`src/rtl/plb_map.svh`:
```
/*
 Register addresses, bit positions, reset values and command words
 for the loopback control pair. Included by both ends.
*/
`ifndef PLB_MAP_SVH
`define PLB_MAP_SVH
// Management register addresses on the device
`define PLB_REG_BC 5'h00
`define PLB_REG_ADV 5'h04
`define PLB_REG_MSC 5'h09
`define PLB_REG_RLB 5'h11
`define PLB_REG_XLB 5'h12
// Basic control bit positions
`define PLB_BC_LOOP 14
`define PLB_BC_SPD_LSB 13
`define PLB_BC_AN 12
`define PLB_BC_FD 8
`define PLB_BC_SPD_MSB 6
// Advertisement and master/slave control bits
`define PLB_ADV_100FD 8
`define PLB_ADV_10FD 6
`define PLB_MSC_MAN 12
`define PLB_MSC_VAL 11
`define PLB_MSC_1000FD 9
// Loopback enable bits
`define PLB_RLB_EN 8
`define PLB_XLB_EN 0
// Reset values
`define PLB_BC_RST 16'h1140
`define PLB_ADV_RST 16'h01E1
`define PLB_MSC_RST 16'h0200
`define PLB_ZERO16 16'h0000
// Vendor MMD device and its tuning registers
`define PLB_MMD_DEV 5'h1C
`define PLB_MMD_R0 5'h15
`define PLB_MMD_R1 5'h16
`define PLB_MMD_R2 5'h18
`define PLB_MMD_R3 5'h1B
`define PLB_MMD_LOOP 16'hEEEE
// Command words written by the manager
`define PLB_BC_NEAR 16'h4000
`define PLB_BC_G1000 16'h0140
`define PLB_MSC_SLAVE 16'h1000
`define PLB_MSC_MASTER 16'h1800
`define PLB_RLB_ON 16'h0100
`define PLB_XLB_ON 16'h0001
// Data lane masks
`define PLB_MASK_GMII 8'hFF
`define PLB_MASK_MII 8'h0F
`define PLB_IDLE 8'h00
// Receive clock half period in system cycles
`define PLB_RXC_HALF 4'h2
// Manager APB map
`define PLB_APB_CTRL 12'h000
`define PLB_APB_STAT 12'h004
`define PLB_CTRL_GO 8
`define PLB_CTRL_AN 4
`endif

```
`src/rtl/plb_pkg.sv`:
```
/*
 Types shared by the device end and the manager end.
 Assumes plb_map.svh supplies the numeric constants.
*/
package plb_pkg;
	// Speed code as formed by basic control bits {6, 13}
	typedef enum logic [1:0] {
		PLB_SPD_10 = 2'b00,
		PLB_SPD_100 = 2'b01,
		PLB_SPD_1000 = 2'b10
	} plb_speed_e;
	// Loopback mode requested by software
	typedef enum logic [1:0] {
		PLB_MODE_NONE = 2'b00,
		PLB_MODE_NEAR = 2'b01,
		PLB_MODE_FAR = 2'b10,
		PLB_MODE_EXT = 2'b11
	} plb_mode_e;
	// Manager sequencer states, Gray along the path
	typedef enum logic [1:0] {
		PLB_ST_IDLE = 2'b00,
		PLB_ST_ISSUE = 2'b01,
		PLB_ST_DONE = 2'b11
	} plb_state_e;
	// One management write
	typedef struct packed {
		logic last;
		logic mmd;
		logic [4:0] dev;
		logic [4:0] addr;
		logic [15:0] data;
	} plb_cmd_s;
endpackage

```
`src/rtl/plb_if.sv`:
```
/*
 Carrier between the device end and the manager end: management
 access plus the GMII/MII stream and its clocks as sampled levels.
 Assumes both ends run on the same system clock.
*/
`timescale 1ns/10ps
interface plb_if;
	// Management access
	logic mg_req; // Request held until ack
	logic mg_we; // Write when high
	logic mg_mmd; // Access targets an MMD device
	logic [4:0] mg_dev; // MMD device
	logic [4:0] mg_addr; // Register address
	logic [15:0] mg_wdata; // Write data
	logic mg_ack; // One-cycle answer
	logic [15:0] mg_rdata; // Read data, valid with ack
	// MAC transmit path into the device
	logic [7:0] mac_txd;
	logic mac_tx_en;
	logic mac_tx_er;
	// Device receive path to the MAC
	logic [7:0] mac_rxd;
	logic mac_rx_dv;
	logic mac_rx_er;
	// Clock levels
	logic rx_clk; // From device
	logic tx_clk; // From MAC side
	modport phy (input mg_req, mg_we, mg_mmd, mg_dev, mg_addr, mg_wdata,
		input mac_txd, mac_tx_en, mac_tx_er, tx_clk,
		output mg_ack, mg_rdata, mac_rxd, mac_rx_dv, mac_rx_er, rx_clk);
	modport mgr (output mg_req, mg_we, mg_mmd, mg_dev, mg_addr, mg_wdata,
		output mac_txd, mac_tx_en, mac_tx_er, tx_clk,
		input mg_ack, mg_rdata, mac_rxd, mac_rx_dv, mac_rx_er, rx_clk);
endinterface

```
`src/rtl/plb_phy.sv`:
```
/*
 Device end: loopback control of the PHY digital core. Holds the
 management registers, decodes speed and duplex, and steers the
 MAC and line streams for near and far loopback, and flags connector loopback.
 Assumes the line side logic runs on clock_in and that the manager
 keeps its programming sequences.
*/
// Chosen here: register access over the request/ack management bus and the register offsets.
`timescale 1ns/10ps
`include "plb_map.svh"
module plb_phy import plb_pkg::*; #(
	parameter logic [3:0] RXC_HALF = `PLB_RXC_HALF
) (
	// Clock and reset
	input wire logic clock_in,
	input wire logic arst_n_in,
	// Manager and MAC side
	plb_if.phy bus,
	// Line receive stream from the copper core
	input wire logic [7:0] line_rxd_in,
	input wire logic line_rx_dv_in,
	input wire logic line_rx_er_in,
	// Auto-negotiation result from the copper core
	input wire logic an_done_in,
	input wire logic [1:0] an_speed_in,
	input wire logic an_full_in,
	// Line transmit stream to the copper core
	output logic [7:0] line_txd_out,
	output logic line_tx_en_out,
	output logic line_tx_er_out,
	// Effective configuration
	output logic [1:0] speed_out,
	output logic full_duplex_out,
	output logic an_enable_out,
	output logic role_master_out,
	// Active loopback path
	output logic near_active_out,
	output logic far_active_out,
	output logic ext_active_out
);
	localparam int MMD_N = 4;
	localparam logic [4:0] MMD_ADDR [MMD_N] = '{`PLB_MMD_R0, `PLB_MMD_R1,
		`PLB_MMD_R2, `PLB_MMD_R3};

	logic [15:0] bc_ff; // Basic control
	logic [15:0] adv_ff; // Advertisement
	logic [15:0] msc_ff; // Master/slave control
	logic [15:0] rlb_ff; // Remote loopback
	logic [15:0] xlb_ff; // External loopback
	logic [15:0] mmd_ff [MMD_N]; // Vendor tuning words
	logic ack_ff; // Answer to a request
	logic [15:0] rdata_ff; // Read answer
	logic [15:0] nxt_rdata;
	logic take; // Request taken this cycle
	logic wr_std; // Write to a standard register
	logic [3:0] rxc_cnt_ff; // Receive clock divider
	logic rxc_ff; // Receive clock level
	logic [4:0] rxc_dly_ff; // Receive clock history
	logic txc_s1_ff; // Transmit clock sync stages
	logic txc_s2_ff;
	logic txc_s3_ff;
	logic txc_filt_ff; // Filtered transmit clock
	logic txc_ok_ff; // Transmit clock follows receive clock
	logic [1:0] eff_speed; // Effective speed code
	logic eff_fd; // Effective full duplex
	logic link_ok; // Link usable
	logic near_act;
	logic far_act;
	logic ext_act;
	logic [7:0] mask; // Lane mask, nibble in MII
	logic [7:0] mrxd_ff;
	logic mrxdv_ff;
	logic mrxer_ff;
	logic [7:0] ltxd_ff;
	logic ltxen_ff;
	logic ltxer_ff;

	// One request at a time; the ack cycle never takes a new one
	assign take = bus.mg_req & ~ack_ff;
	assign wr_std = take & bus.mg_we & ~bus.mg_mmd;

	// Answer one cycle after the request is seen
	always_ff @(posedge clock_in or negedge arst_n_in) begin
		if (!arst_n_in) begin
			ack_ff <= 1'b0;
			rdata_ff <= `PLB_ZERO16;
		end else begin
			ack_ff <= take;
			if (take) begin
				rdata_ff <= nxt_rdata;
			end
		end
	end

	// Standard register writes
	always_ff @(posedge clock_in or negedge arst_n_in) begin
		if (!arst_n_in) begin
			bc_ff <= `PLB_BC_RST;
			adv_ff <= `PLB_ADV_RST;
			msc_ff <= `PLB_MSC_RST;
			rlb_ff <= `PLB_ZERO16;
			xlb_ff <= `PLB_ZERO16;
		end else if (wr_std) begin
			unique case (bus.mg_addr)
				`PLB_REG_BC: begin
					bc_ff <= bus.mg_wdata;
				end
				`PLB_REG_ADV: begin
					adv_ff <= bus.mg_wdata;
				end
				`PLB_REG_MSC: begin
					msc_ff <= bus.mg_wdata;
				end
				`PLB_REG_RLB: begin
					rlb_ff <= bus.mg_wdata;
				end
				`PLB_REG_XLB: begin
					xlb_ff <= bus.mg_wdata;
				end
				default: begin
					// Unknown address: write ignored
				end
			endcase
		end
	end

	// Vendor MMD tuning words, one per entry
	genvar gi;
	generate
		for (gi = 0; gi < MMD_N; gi++) begin : g_mmd
			always_ff @(posedge clock_in or negedge arst_n_in) begin
				if (!arst_n_in) begin
					mmd_ff[gi] <= `PLB_ZERO16;
				end else if (take && bus.mg_we && bus.mg_mmd &&
					bus.mg_dev == `PLB_MMD_DEV &&
					bus.mg_addr == MMD_ADDR[gi]) begin
					mmd_ff[gi] <= bus.mg_wdata;
				end
			end
		end
	endgenerate

	// Read multiplexer; unknown addresses read zero
	always_comb begin
		nxt_rdata = `PLB_ZERO16;
		if (bus.mg_mmd) begin
			for (int i = 0; i < MMD_N; i++) begin
				if (bus.mg_dev == `PLB_MMD_DEV &&
					bus.mg_addr == MMD_ADDR[i]) begin
					nxt_rdata = mmd_ff[i];
				end
			end
		end else begin
			unique case (bus.mg_addr)
				`PLB_REG_BC: nxt_rdata = bc_ff;
				`PLB_REG_ADV: nxt_rdata = adv_ff;
				`PLB_REG_MSC: nxt_rdata = msc_ff;
				`PLB_REG_RLB: nxt_rdata = rlb_ff;
				`PLB_REG_XLB: nxt_rdata = xlb_ff;
				default: nxt_rdata = `PLB_ZERO16;
			endcase
		end
	end

	// Effective speed and duplex. With AN off the forced bits rule;
	// in connector loopback the partner is ourselves, so the best
	// common ability is our own advertisement.
	always_comb begin
		eff_speed = {bc_ff[`PLB_BC_SPD_MSB], bc_ff[`PLB_BC_SPD_LSB]};
		eff_fd = bc_ff[`PLB_BC_FD];
		link_ok = 1'b1;
		if (bc_ff[`PLB_BC_AN]) begin
			if (xlb_ff[`PLB_XLB_EN]) begin
				eff_fd = 1'b1;
				if (msc_ff[`PLB_MSC_1000FD]) begin
					eff_speed = PLB_SPD_1000;
				end else if (adv_ff[`PLB_ADV_100FD]) begin
					eff_speed = PLB_SPD_100;
				end else begin
					eff_speed = PLB_SPD_10;
					eff_fd = adv_ff[`PLB_ADV_10FD];
				end
			end else begin
				eff_speed = an_speed_in;
				eff_fd = an_full_in;
				link_ok = an_done_in;
			end
		end
	end

	// Path selection; near wins over far, far over connector
	assign near_act = bc_ff[`PLB_BC_LOOP] & eff_fd;
	assign far_act = rlb_ff[`PLB_RLB_EN] & ~near_act & eff_fd & link_ok &
		(eff_speed == PLB_SPD_1000) & txc_ok_ff;
	assign ext_act = xlb_ff[`PLB_XLB_EN] & ~near_act & ~far_act;
	// MII carries only the low nibble
	assign mask = (eff_speed == PLB_SPD_1000) ? `PLB_MASK_GMII :
		`PLB_MASK_MII;

	// Receive clock toward the MAC, a divided system clock
	always_ff @(posedge clock_in or negedge arst_n_in) begin
		if (!arst_n_in) begin
			rxc_cnt_ff <= 4'h0;
			rxc_ff <= 1'b0;
			rxc_dly_ff <= 5'h00;
		end else begin
			rxc_dly_ff <= {rxc_dly_ff[3:0], rxc_ff};
			if (rxc_cnt_ff >= RXC_HALF - 4'h1) begin
				rxc_cnt_ff <= 4'h0;
				rxc_ff <= ~rxc_ff;
			end else begin
				rxc_cnt_ff <= rxc_cnt_ff + 4'h1;
			end
		end
	end

	// Transmit clock arrives from outside: three stages, a change
	// counts once the last two agree. Far loopback stays off unless
	// it tracks our receive clock, since a missing feedback would
	// otherwise return frames on a dead clock.
	always_ff @(posedge clock_in or negedge arst_n_in) begin
		if (!arst_n_in) begin
			txc_s1_ff <= 1'b0;
			txc_s2_ff <= 1'b0;
			txc_s3_ff <= 1'b0;
			txc_filt_ff <= 1'b0;
			txc_ok_ff <= 1'b0;
		end else begin
			txc_s1_ff <= bus.tx_clk;
			txc_s2_ff <= txc_s1_ff;
			txc_s3_ff <= txc_s2_ff;
			if (txc_s2_ff == txc_s3_ff) begin
				txc_filt_ff <= txc_s3_ff;
			end
			txc_ok_ff <= (txc_filt_ff == rxc_dly_ff[3]) |
				(txc_filt_ff == rxc_dly_ff[4]);
		end
	end

	// Stream toward the MAC
	always_ff @(posedge clock_in or negedge arst_n_in) begin
		if (!arst_n_in) begin
			mrxd_ff <= `PLB_IDLE;
			mrxdv_ff <= 1'b0;
			mrxer_ff <= 1'b0;
		end else if (near_act) begin
			mrxd_ff <= bus.mac_txd & mask;
			mrxdv_ff <= bus.mac_tx_en;
			mrxer_ff <= bus.mac_tx_er;
		end else begin
			mrxd_ff <= line_rxd_in & mask;
			mrxdv_ff <= line_rx_dv_in;
			mrxer_ff <= line_rx_er_in;
		end
	end

	// Stream toward the line; idle while frames loop back inside
	always_ff @(posedge clock_in or negedge arst_n_in) begin
		if (!arst_n_in) begin
			ltxd_ff <= `PLB_IDLE;
			ltxen_ff <= 1'b0;
			ltxer_ff <= 1'b0;
		end else if (far_act) begin
			ltxd_ff <= line_rxd_in;
			ltxen_ff <= line_rx_dv_in;
			ltxer_ff <= line_rx_er_in;
		end else if (near_act) begin
			ltxd_ff <= `PLB_IDLE;
			ltxen_ff <= 1'b0;
			ltxer_ff <= 1'b0;
		end else begin
			ltxd_ff <= bus.mac_txd & mask;
			ltxen_ff <= bus.mac_tx_en;
			ltxer_ff <= bus.mac_tx_er;
		end
	end

	// Outputs
	assign bus.mg_ack = ack_ff;
	assign bus.mg_rdata = rdata_ff;
	assign bus.mac_rxd = mrxd_ff;
	assign bus.mac_rx_dv = mrxdv_ff;
	assign bus.mac_rx_er = mrxer_ff;
	assign bus.rx_clk = rxc_ff;
	assign line_txd_out = ltxd_ff;
	assign line_tx_en_out = ltxen_ff;
	assign line_tx_er_out = ltxer_ff;
	assign speed_out = eff_speed;
	assign full_duplex_out = eff_fd;
	assign an_enable_out = bc_ff[`PLB_BC_AN];
	// Manual setting picks the role; otherwise slave by default
	assign role_master_out = msc_ff[`PLB_MSC_MAN] & msc_ff[`PLB_MSC_VAL];
	assign near_active_out = near_act;
	assign far_active_out = far_act;
	assign ext_active_out = ext_act;
endmodule

```
`src/flat_wrapper.sv`:
```
// flat-port wrapper written by rule: the top's interface ports become plain ports
module plb_phy_flat import plb_pkg::*;
#(
	parameter logic [3:0] RXC_HALF = `PLB_RXC_HALF
)
  (clock_in, arst_n_in, line_rxd_in, line_rx_dv_in, line_rx_er_in, an_done_in, an_speed_in, an_full_in, line_txd_out, line_tx_en_out, line_tx_er_out, speed_out, full_duplex_out, an_enable_out, role_master_out, near_active_out, far_active_out, ext_active_out, bus_mg_req, bus_mg_we, bus_mg_mmd, bus_mg_dev, bus_mg_addr, bus_mg_wdata, bus_mac_txd, bus_mac_tx_en, bus_mac_tx_er, bus_tx_clk, bus_mg_ack, bus_mg_rdata, bus_mac_rxd, bus_mac_rx_dv, bus_mac_rx_er, bus_rx_clk);
  plb_if bus_i ();
  input wire logic clock_in;
  input wire logic arst_n_in;
  input wire logic [7:0] line_rxd_in;
  input wire logic line_rx_dv_in;
  input wire logic line_rx_er_in;
  input wire logic an_done_in;
  input wire logic [1:0] an_speed_in;
  input wire logic an_full_in;
  output logic [7:0] line_txd_out;
  output logic line_tx_en_out;
  output logic line_tx_er_out;
  output logic [1:0] speed_out;
  output logic full_duplex_out;
  output logic an_enable_out;
  output logic role_master_out;
  output logic near_active_out;
  output logic far_active_out;
  output logic ext_active_out;
  input wire logic [$bits(bus_i.mg_req)-1:0] bus_mg_req;
  input wire logic [$bits(bus_i.mg_we)-1:0] bus_mg_we;
  input wire logic [$bits(bus_i.mg_mmd)-1:0] bus_mg_mmd;
  input wire logic [$bits(bus_i.mg_dev)-1:0] bus_mg_dev;
  input wire logic [$bits(bus_i.mg_addr)-1:0] bus_mg_addr;
  input wire logic [$bits(bus_i.mg_wdata)-1:0] bus_mg_wdata;
  input wire logic [$bits(bus_i.mac_txd)-1:0] bus_mac_txd;
  input wire logic [$bits(bus_i.mac_tx_en)-1:0] bus_mac_tx_en;
  input wire logic [$bits(bus_i.mac_tx_er)-1:0] bus_mac_tx_er;
  input wire logic [$bits(bus_i.tx_clk)-1:0] bus_tx_clk;
  output wire logic [$bits(bus_i.mg_ack)-1:0] bus_mg_ack;
  output wire logic [$bits(bus_i.mg_rdata)-1:0] bus_mg_rdata;
  output wire logic [$bits(bus_i.mac_rxd)-1:0] bus_mac_rxd;
  output wire logic [$bits(bus_i.mac_rx_dv)-1:0] bus_mac_rx_dv;
  output wire logic [$bits(bus_i.mac_rx_er)-1:0] bus_mac_rx_er;
  output wire logic [$bits(bus_i.rx_clk)-1:0] bus_rx_clk;
  assign bus_i.mg_req = bus_mg_req;
  assign bus_i.mg_we = bus_mg_we;
  assign bus_i.mg_mmd = bus_mg_mmd;
  assign bus_i.mg_dev = bus_mg_dev;
  assign bus_i.mg_addr = bus_mg_addr;
  assign bus_i.mg_wdata = bus_mg_wdata;
  assign bus_i.mac_txd = bus_mac_txd;
  assign bus_i.mac_tx_en = bus_mac_tx_en;
  assign bus_i.mac_tx_er = bus_mac_tx_er;
  assign bus_i.tx_clk = bus_tx_clk;
  assign bus_mg_ack = bus_i.mg_ack;
  assign bus_mg_rdata = bus_i.mg_rdata;
  assign bus_mac_rxd = bus_i.mac_rxd;
  assign bus_mac_rx_dv = bus_i.mac_rx_dv;
  assign bus_mac_rx_er = bus_i.mac_rx_er;
  assign bus_rx_clk = bus_i.rx_clk;
  plb_phy #(.RXC_HALF(RXC_HALF)) u_core (.clock_in(clock_in), .arst_n_in(arst_n_in), .bus(bus_i), .line_rxd_in(line_rxd_in), .line_rx_dv_in(line_rx_dv_in), .line_rx_er_in(line_rx_er_in), .an_done_in(an_done_in), .an_speed_in(an_speed_in), .an_full_in(an_full_in), .line_txd_out(line_txd_out), .line_tx_en_out(line_tx_en_out), .line_tx_er_out(line_tx_er_out), .speed_out(speed_out), .full_duplex_out(full_duplex_out), .an_enable_out(an_enable_out), .role_master_out(role_master_out), .near_active_out(near_active_out), .far_active_out(far_active_out), .ext_active_out(ext_active_out));
endmodule
```
`config.mk`:
```
export PLATFORM = sky130hd
export DESIGN_NAME = plb_phy_flat
export DESIGN_NICKNAME = d
export VERILOG_FILES = /design/src/rtl/plb_pkg.sv /design/src/rtl/plb_if.sv /design/src/rtl/plb_phy.sv /design/src/flat_wrapper.sv
export VERILOG_INCLUDE_DIRS = /design/src /design/src/rtl
export SDC_FILE = /design/constraint.sdc
export NUM_CORES = 1
export LEC_CHECK = 0
export BUFFER_PORTS_ARGS = -buffer_cell sky130_fd_sc_hd__clkbuf_2
export CAP_MARGIN = 20
export CORE_UTILIZATION = 45
export DETAILED_ROUTE_END_ITERATION = 8
export GPL_TIMING_DRIVEN = 0
export HOLD_SLACK_MARGIN = 0.05
export PLACE_DENSITY_LB_ADDON = 0.15
export SYNTH_ARGS = -nofsm -noshare
export SYNTH_HDL_FRONTEND = slang
export SYNTH_SLANG_ARGS = --single-unit
```
`constraint.sdc`:
```
create_clock -name clock_in -period 1.92 [get_ports clock_in]
set_input_delay 0.192 -clock clock_in [delete_from_list [all_inputs] [get_ports clock_in]]
set_output_delay 0.192 -clock clock_in [all_outputs]
set_load 0.02 [all_outputs]
```
==> results of run 1 <==
==> state kept, by name (all words and copies together) (netlist names) <==
name                   cells
u_core.adv_ff             16
u_core.bc_ff              16
u_core.bus.mac_rx_dv       1
u_core.bus.mac_rx_er       1
u_core.bus.mac_rxd         8
u_core.bus.mg_ack          1
u_core.bus.mg_rdata       16
u_core.bus.rx_clk          1
u_core.line_tx_en_out      1
u_core.line_tx_er_out      1
u_core.line_txd_out        8
u_core.mmd_ff             64
u_core.msc_ff             16
u_core.rlb_ff             16
u_core.rxc_cnt_ff          4
u_core.rxc_dly_ff          5
u_core.txc_filt_ff         1
u_core.txc_ok_ff           1
u_core.txc_s1_ff           1
u_core.txc_s2_ff           1
u_core.txc_s3_ff           1
u_core.xlb_ff             16
==> critical path: stages, from the launching register on <==
cell and delay [ns]:
dfstp_2 0.60, nand3b_1 0.15, a31oi_2 0.11, nand4b_1 0.27
buf_4 0.22, inv_4 0.05, buf_8 0.10
==> cell families (layout without fill, tap and decap cells) <==
| family | Yosys count | after routing | synth area share |
|---|---|---|---|
| muxes | 173 | 173 | 0.223 |
| DFF | 196 | 196 | 0.555 |
| buffers and inverters | 62 | 249 | 0.0333 |
| other | 1 | 1 | 0.000423 |
| adders and majority gates | 4 | 4 | 0.00537 |
| xor gates and xnor gates | 1 | 1 | 0.000989 |
| AOI/OAI and AO/OA | 140 | 140 | 0.121 |
| and+or+nand+nor | 84 | 84 | 0.0613 |
==> metrics by stage <==
step / hold slack [ns] / setup WS (ns) / total power (uW) / cells / util
global route: 0.150 / -0.296 / 9270 / 1108 / 0.596
finish: 0.143 / -0.212 / 8930 / 1108 / 0.596
floorplan: -0.104 / -0.113 / 5010 / 661 / -
CTS: 0.146 / -0.205 / 8970 / 1109 / 0.597
global placement: 0.301 / -3.23 / 5360 / 1021 / 0.517
detailed placement: 0.305 / -0.443 / 5420 / 1022 / 0.519
==> cell usage in the layout, fill, tap and decap left out, drive strengths merged, types with 2 or more instances in the layout <==
cell type,instances
nor2b,5
and4,3
and2,7
clkinv,4
o22a,14
mux2i,8
clkbuf,138
nor4,2
dlygate4sd3,22
mux2,165
buf,61
nand3,8
nand2,27
nor3,3
nor2,4
ha,3
dfstp,9
inv,18
o211ai,3
a221oi,16
o221ai,16
nand4,2
a22oi,13
dfrtp,187
o21ai,31
nor4b,2
a32o,18
nand2b,8
clkinvlp,5
nor3b,7
a21oi,23
==> layout make-up <==
type                    instances  area (um^2)
clock buffers                  19          443
fillers                      1534         7670
multi-input cells             403         3940
flip-flops and latches        196         4920
plain buffers                  38          248
inverters                      15         61.3
repair buffers                164         1280
well taps                     260          325
clock inverters                13          126
==> final timing paths <==
check / cells after the start / end
max: 6 / far_active_out
min: 2 / u_core.mmd_ff[10]$_DFFE_PN0P_
max reg2reg: 8 / u_core.mmd_ff[14]$_DFFE_PN0P_
min reg2reg: 0 / u_core.rxc_dly_ff[3]$_DFF_PN0_
max in group asynchronous: 3 / u_core.bus.mg_ack$_DFF_PN0_
min in group asynchronous: 2 / u_core.bus.mac_rxd[6]$_DFF_PN0_
==> layer usage <==
| layer | track usage | wire, um | vias up |
|---|---|---|---|
| li1 | - | - | 2814 |
| met1 | 0.336 | 10800 | 3352 |
| met2 | 0.423 | 11900 | 158 |
| met3 | 0.0478 | 994 | 17 |
| met4 | 0.0606 | 199 | 0 |
| met5 | 0 | 0 | - |
==> power groups by stage <==
stage | clock network [uW] | registers (uW) | logic (uW)
6_report | 3490 | 4500 | 940
5_1_grt | 3710 | 4530 | 1030
4_1_cts | 3540 | 4500 | 925
3_5_place_dp | 0 | 4570 | 850
3_3_place_gp | 0 | 4550 | 806
2_1_floorplan | 0 | 4580 | 426
==> what timing repair did <==
action                                  CTS  global route
pin swaps                                 5             6
endpoints found under the hold margin   114             0
setup buffers                            32             9
hold buffers                             22             0
resized for setup                        82            26
endpoints found under the setup margin  103            99
cloned                                    5             0
==> flow_summary.yaml, run 1 <==
status:
  status: "finished, violations left"
  failed_checks: "negative setup slack"
power_and_ir_drop:
  leakage_uw: 0.00540
  p_seq_frac: 0.504
  clockPowerShare: 0.390
  p_int_uw: 6610
  ir_drop_v: 0.000635
  swShare: 0.260
  powerDensity_nw_per_um2: 787
  power_frac_comb: 0.105
  p_switching_uw: 2320
grt:
  antenna_found_initial: 0
  grt_usage: 0.252
  grt_max_degree: 100
  grt_pass1_vias: 6914
  gr-total-overflow: 0
  grt_first_pass_wirelength_um: 38100
logic_synthesis:
  syn-cell-area_um2: 8860
  synthFlopType: "dfrtp_1"
  ys_top_cells_by_area: "dfrtp_1 53%, mux2_2 18%, dfstp_2 2.7%, a32o_1 2.0%, o21ai_0 1.8%"
  synth_most_common_cell: "dfrtp_1"
  synth_edf_count: 0
  ys_seq_area_frac: 0.555
  ys_ff_latch: 196
  synth_fp_nets: 720
  ys_top_cells_by_count: "187 x dfrtp_1, 143 x mux2_2, 31 x o21ai_0"
  yosysTopAreaCellShare: 0.528
  ys_types: 55
  postSynth.asyncResetShare: 1.00
  yosysTopAreaCell: "dfrtp_1"
  synth_cells: 661
  ys_warn_count: 0
  avgSynthCellArea_um2: 13.4
route:
  drt_pass1_iterations: 5
  vias: 6341
  ant_nets: 0
  via_per_inst: 5.72
  wl_per_cell_um: 21.5
  first_iter_violations: 304
  drc: 0
  wl_um: 23900
worst_setup_path:
  end_kind: "primary output"
  crit_path_max_fanout: 4
  start_kind: "flip-flop"
  path_class: "flip-flop to primary output"
  critPathLaunch: "u_core.msc_ff[9]$_DFFE_PN1P_"
  rrSetupSlack_ns: -0.17
  cp.required_ns: 1.73
  crit_arrival_ns: 1.94
  r2r-start: "u_core.bus.mg_ack$_DFF_PN0_"
timing:
  max_freq_mhz: 469
  rsz0062_at_grt: "yes"
  fin_crit_ns: 2.13
  maxSlewHeadroom: 0.466
  worst_slack_ns: -0.212
  fin_skew_ns: 0.0134
  worst_pin_slew_ns: 0.800
  drv_slew: 0
  timing.final.crit_share: 1.11
  hold_viol: 0
  fin_tns_setup_ns: -5.79
  setup_violations: 68
cells_and_area:
  nNetsFinal: 894
  antenna_cells: 0
  fin_area_um2: 11300
  drive_above_1_share: 0.466
  syn_to_final_growth_pct: 28.0
clock_tree:
  ctsRootBufferMaster: "clkbuf_16"
  h-tree-depth: 4
  clock-sinks: 196
  tritoncts: "yes"
  cts.path.max_buffers: 2
  clk_pin_slew_worst_paths_ns: 0.08
  insertion_delay_ns: 0.45
  numCtsBuffers: 17
die:
  dieWidth_um: 142
  dieHeight_um: 142
  die_area_um2: 20300
  ios: 102
  fp-row-count: 50
  start_util: 0.466
  core-area_um2: 19000
place:
  place.gp.congestion: 0.822
  dp_hpwl_um: 15500
  io_buffer_count: 100
  place_area_um2: 9870
worst_hold_path:
  hold_start: "bus_mg_wdata[10]"
  hold_path_class: "input port to flip-flop"
flow_run:
  drv_cap: 0
(Power assumes the default switching activity.)
==> run 2: changes to the inputs <==
--- a/config.mk
+++ b/config.mk
@@ -8,11 +8,12 @@
 export LEC_CHECK = 0
 export BUFFER_PORTS_ARGS = -buffer_cell sky130_fd_sc_hd__clkbuf_2
 export CAP_MARGIN = 20
-export CORE_UTILIZATION = 45
+export CORE_UTILIZATION = 53
 export DETAILED_ROUTE_END_ITERATION = 8
 export GPL_TIMING_DRIVEN = 0
 export HOLD_SLACK_MARGIN = 0.05
 export PLACE_DENSITY_LB_ADDON = 0.15
+export SKIP_CTS_REPAIR_TIMING = 1
 export SYNTH_ARGS = -nofsm -noshare
 export SYNTH_HDL_FRONTEND = slang
 export SYNTH_SLANG_ARGS = --single-unit
==> flow_summary.yaml, run 2 (same netlist as run 1, synthesis figures left out) <==
route:
  ant_nets: 0
  first_iter_violations: 389
  wl_um: 23400
  vias: 6421
  wl_per_cell_um: 21.9
  via_per_inst: 6.02
  drt_pass1_iterations: 5
  drc: 0
status:
  status: "finished, violations left"
  failed_checks: "negative setup slack"
grt:
  grt_max_degree: 104
  grt_pass1_vias: 6436
  antenna_found_initial: 0
  grt_first_pass_wirelength_um: 34700
  grt_usage: 0.262
  gr-total-overflow: 0
die:
  fp-row-count: 46
  ios: 102
  dieWidth_um: 131
  core-area_um2: 16100
  dieHeight_um: 131
  die_area_um2: 17200
  start_util: 0.550
place:
  place.gp.congestion: 0.844
  dp_hpwl_um: 15200
  place_area_um2: 9820
  io_buffer_count: 100
worst_hold_path:
  hold_path_class: "input port to flip-flop"
  holdPathEnd: "u_core.msc_ff[11]$_DFFE_PN0P_"
  min_path_cells: 2
  hold_start: "bus_mg_wdata[11]"
worst_setup_path:
  critPathSlowestCell: "dfstp_2"
  cp.required_ns: 1.73
  crit_path_max_incr_delay_ns: 0.61
  start_kind: "flip-flop"
  worstReg2RegEnd: "u_core.mmd_ff[9]$_DFFE_PN0P_"
  crit_arrival_ns: 2.03
  reg2reg_depth: 7
  r2r-start: "u_core.bus.mg_ack$_DFF_PN0_"
  end_kind: "primary output"
  path_common_cell: "buf_6"
  path_cells: "buf_4 > nor2_1 > a31oi_2 > nand4b_1 > buf_6 > and3_4 > buf_6"
  rrSetupSlack_ns: -0.12
  worst-path-buf-inv: 3
  path_delay_family: "flip-flops"
  path_class: "flip-flop to primary output"
  crit_path_max_fanout: 7
timing:
  worst_slack_ns: -0.307
  worst_pin_slew_ns: 0.771
  max_freq_mhz: 449
  fin_crit_ns: 2.23
  setup_violations: 51
  timing.final.crit_share: 1.16
  fin_skew_ns: 0.00639
  worst_hold_slack_ns: 0.143
  drv_slew: 0
  rsz0062_at_grt: "yes"
  maxSlewHeadroom: 0.486
  hold_viol: 0
clock_tree:
  clk_pin_slew_worst_paths_ns: 0.07
  ctsRootBufferMaster: "clkbuf_16"
  insertion_delay_ns: 0.44
  tritoncts: "yes"
  numCtsBuffers: 17
  h-tree-depth: 4
  clock-sinks: 196
  cts.path.max_buffers: 2
cells_and_area:
  antenna_cells: 0
  multi_input_area_um2: 3860
  nNetsFinal: 896
  fin_area_um2: 11200
  final_common_cell: "dfrtp_1"
  regMostFlops: "u_core.mmd_ff"
  largest_reg_flops: 64
  seqCellArea_um2: 4920
  drive_above_1_share: 0.459
  layout_common_cells: "186 x dfrtp_1, 112 x mux2_2, 95 x clkbuf_2"
  fill_cells: 1184
  syn_to_final_growth_pct: 26.2
power_and_ir_drop:
  leakage_uw: 0.00537
  clockPowerShare: 0.401
  power_frac_comb: 0.103
  powerDensity_nw_per_um2: 811
  p_seq_frac: 0.496
  swShare: 0.246
  p_int_uw: 6840
  p_switching_uw: 2230
  ir_drop_v: 0.000772
flow_run:
  drv_cap: 0
run 2: changes by cell type in the layout (fill, tap and decap cells not counted), moves of 3 or more:
cell	before	now
clkinvlp_4	5	2
mux2_2	95	112
clkbuf_2	98	95
buf_8	10	2
clkinv_2	2	5
mux2_4	60	43
clkbuf_1	16	21
buf_6	13	20
run 2: routing by layer:
| layer | vias up | track usage | share of wire | routed length (um) |
|---|---|---|---|---|
| met5 | - | 0 | 0 | 0 |
| met2 | 225 | 0.438 | 0.50 | 11700 |
| met4 | 0 | 0.0911 | 0.019 | 434 |
| met3 | 36 | 0.0436 | 0.050 | 1170 |
| met1 | 3345 | 0.347 | 0.43 | 10100 |
| li1 | 2815 | - | - | - |
run 2: worst max-delay path by stage:
stage / slack, ns / to / from / depth (start not counted)
floorplan: -0.11 / u_core.mmd_ff[38]$_DFFE_PN0P_ / u_core.bus.mg_ack$_DFF_PN0_ / 8
global placement: -3.16 / u_core.bus.mg_ack$_DFF_PN0_ / arst_n_in / 1
detailed placement: -0.41 / ext_active_out / u_core.bc_ff[12]$_DFFE_PN1P_ / 6
CTS: -0.89 / ext_active_out / u_core.bc_ff[12]$_DFFE_PN1P_ / 6
global route: -0.37 / ext_active_out / u_core.bc_ff[12]$_DFFE_PN1P_ / 7
finish: -0.31 / ext_active_out / u_core.bc_ff[12]$_DFFE_PN1P_ / 7
run 2: area by class of cell:
type,count,share of cell area
Sequential cell,196,0.440
Buffer,45,0.0288
Timing Repair Buffer,159,0.104
Clock inverter,13,0.0140
Clock buffer,19,0.0396
Multi-Input combinational cell,403,0.345
Inverter,15,0.00504
Tap cell,216,0.0242
run 2: power by group through the flow:
stage / registers [uW] / logic, uW / clock network (uW)
2_1_floorplan: 4580 / 426 / 0
3_3_place_gp: 4550 / 799 / 0
3_5_place_dp: 4570 / 842 / 0
4_1_cts: 4500 / 849 / 3670
5_1_grt: 4530 / 1020 / 3850
6_report: 4500 / 935 / 3640
run 2: stage by stage:
step	utilization	std cells	worst slack, ns	total power (uW)	TNS [ns]
floorplan	-	661	-0.113	5010	-2.35
global placement	0.607	977	-3.16	5350	-555.32
detailed placement	0.609	978	-0.408	5420	-26.59
CTS	0.646	1010	-0.889	9010	-17.98
global route	0.694	1066	-0.367	9390	-4.68
finish	0.694	1066	-0.307	9070	-3.51
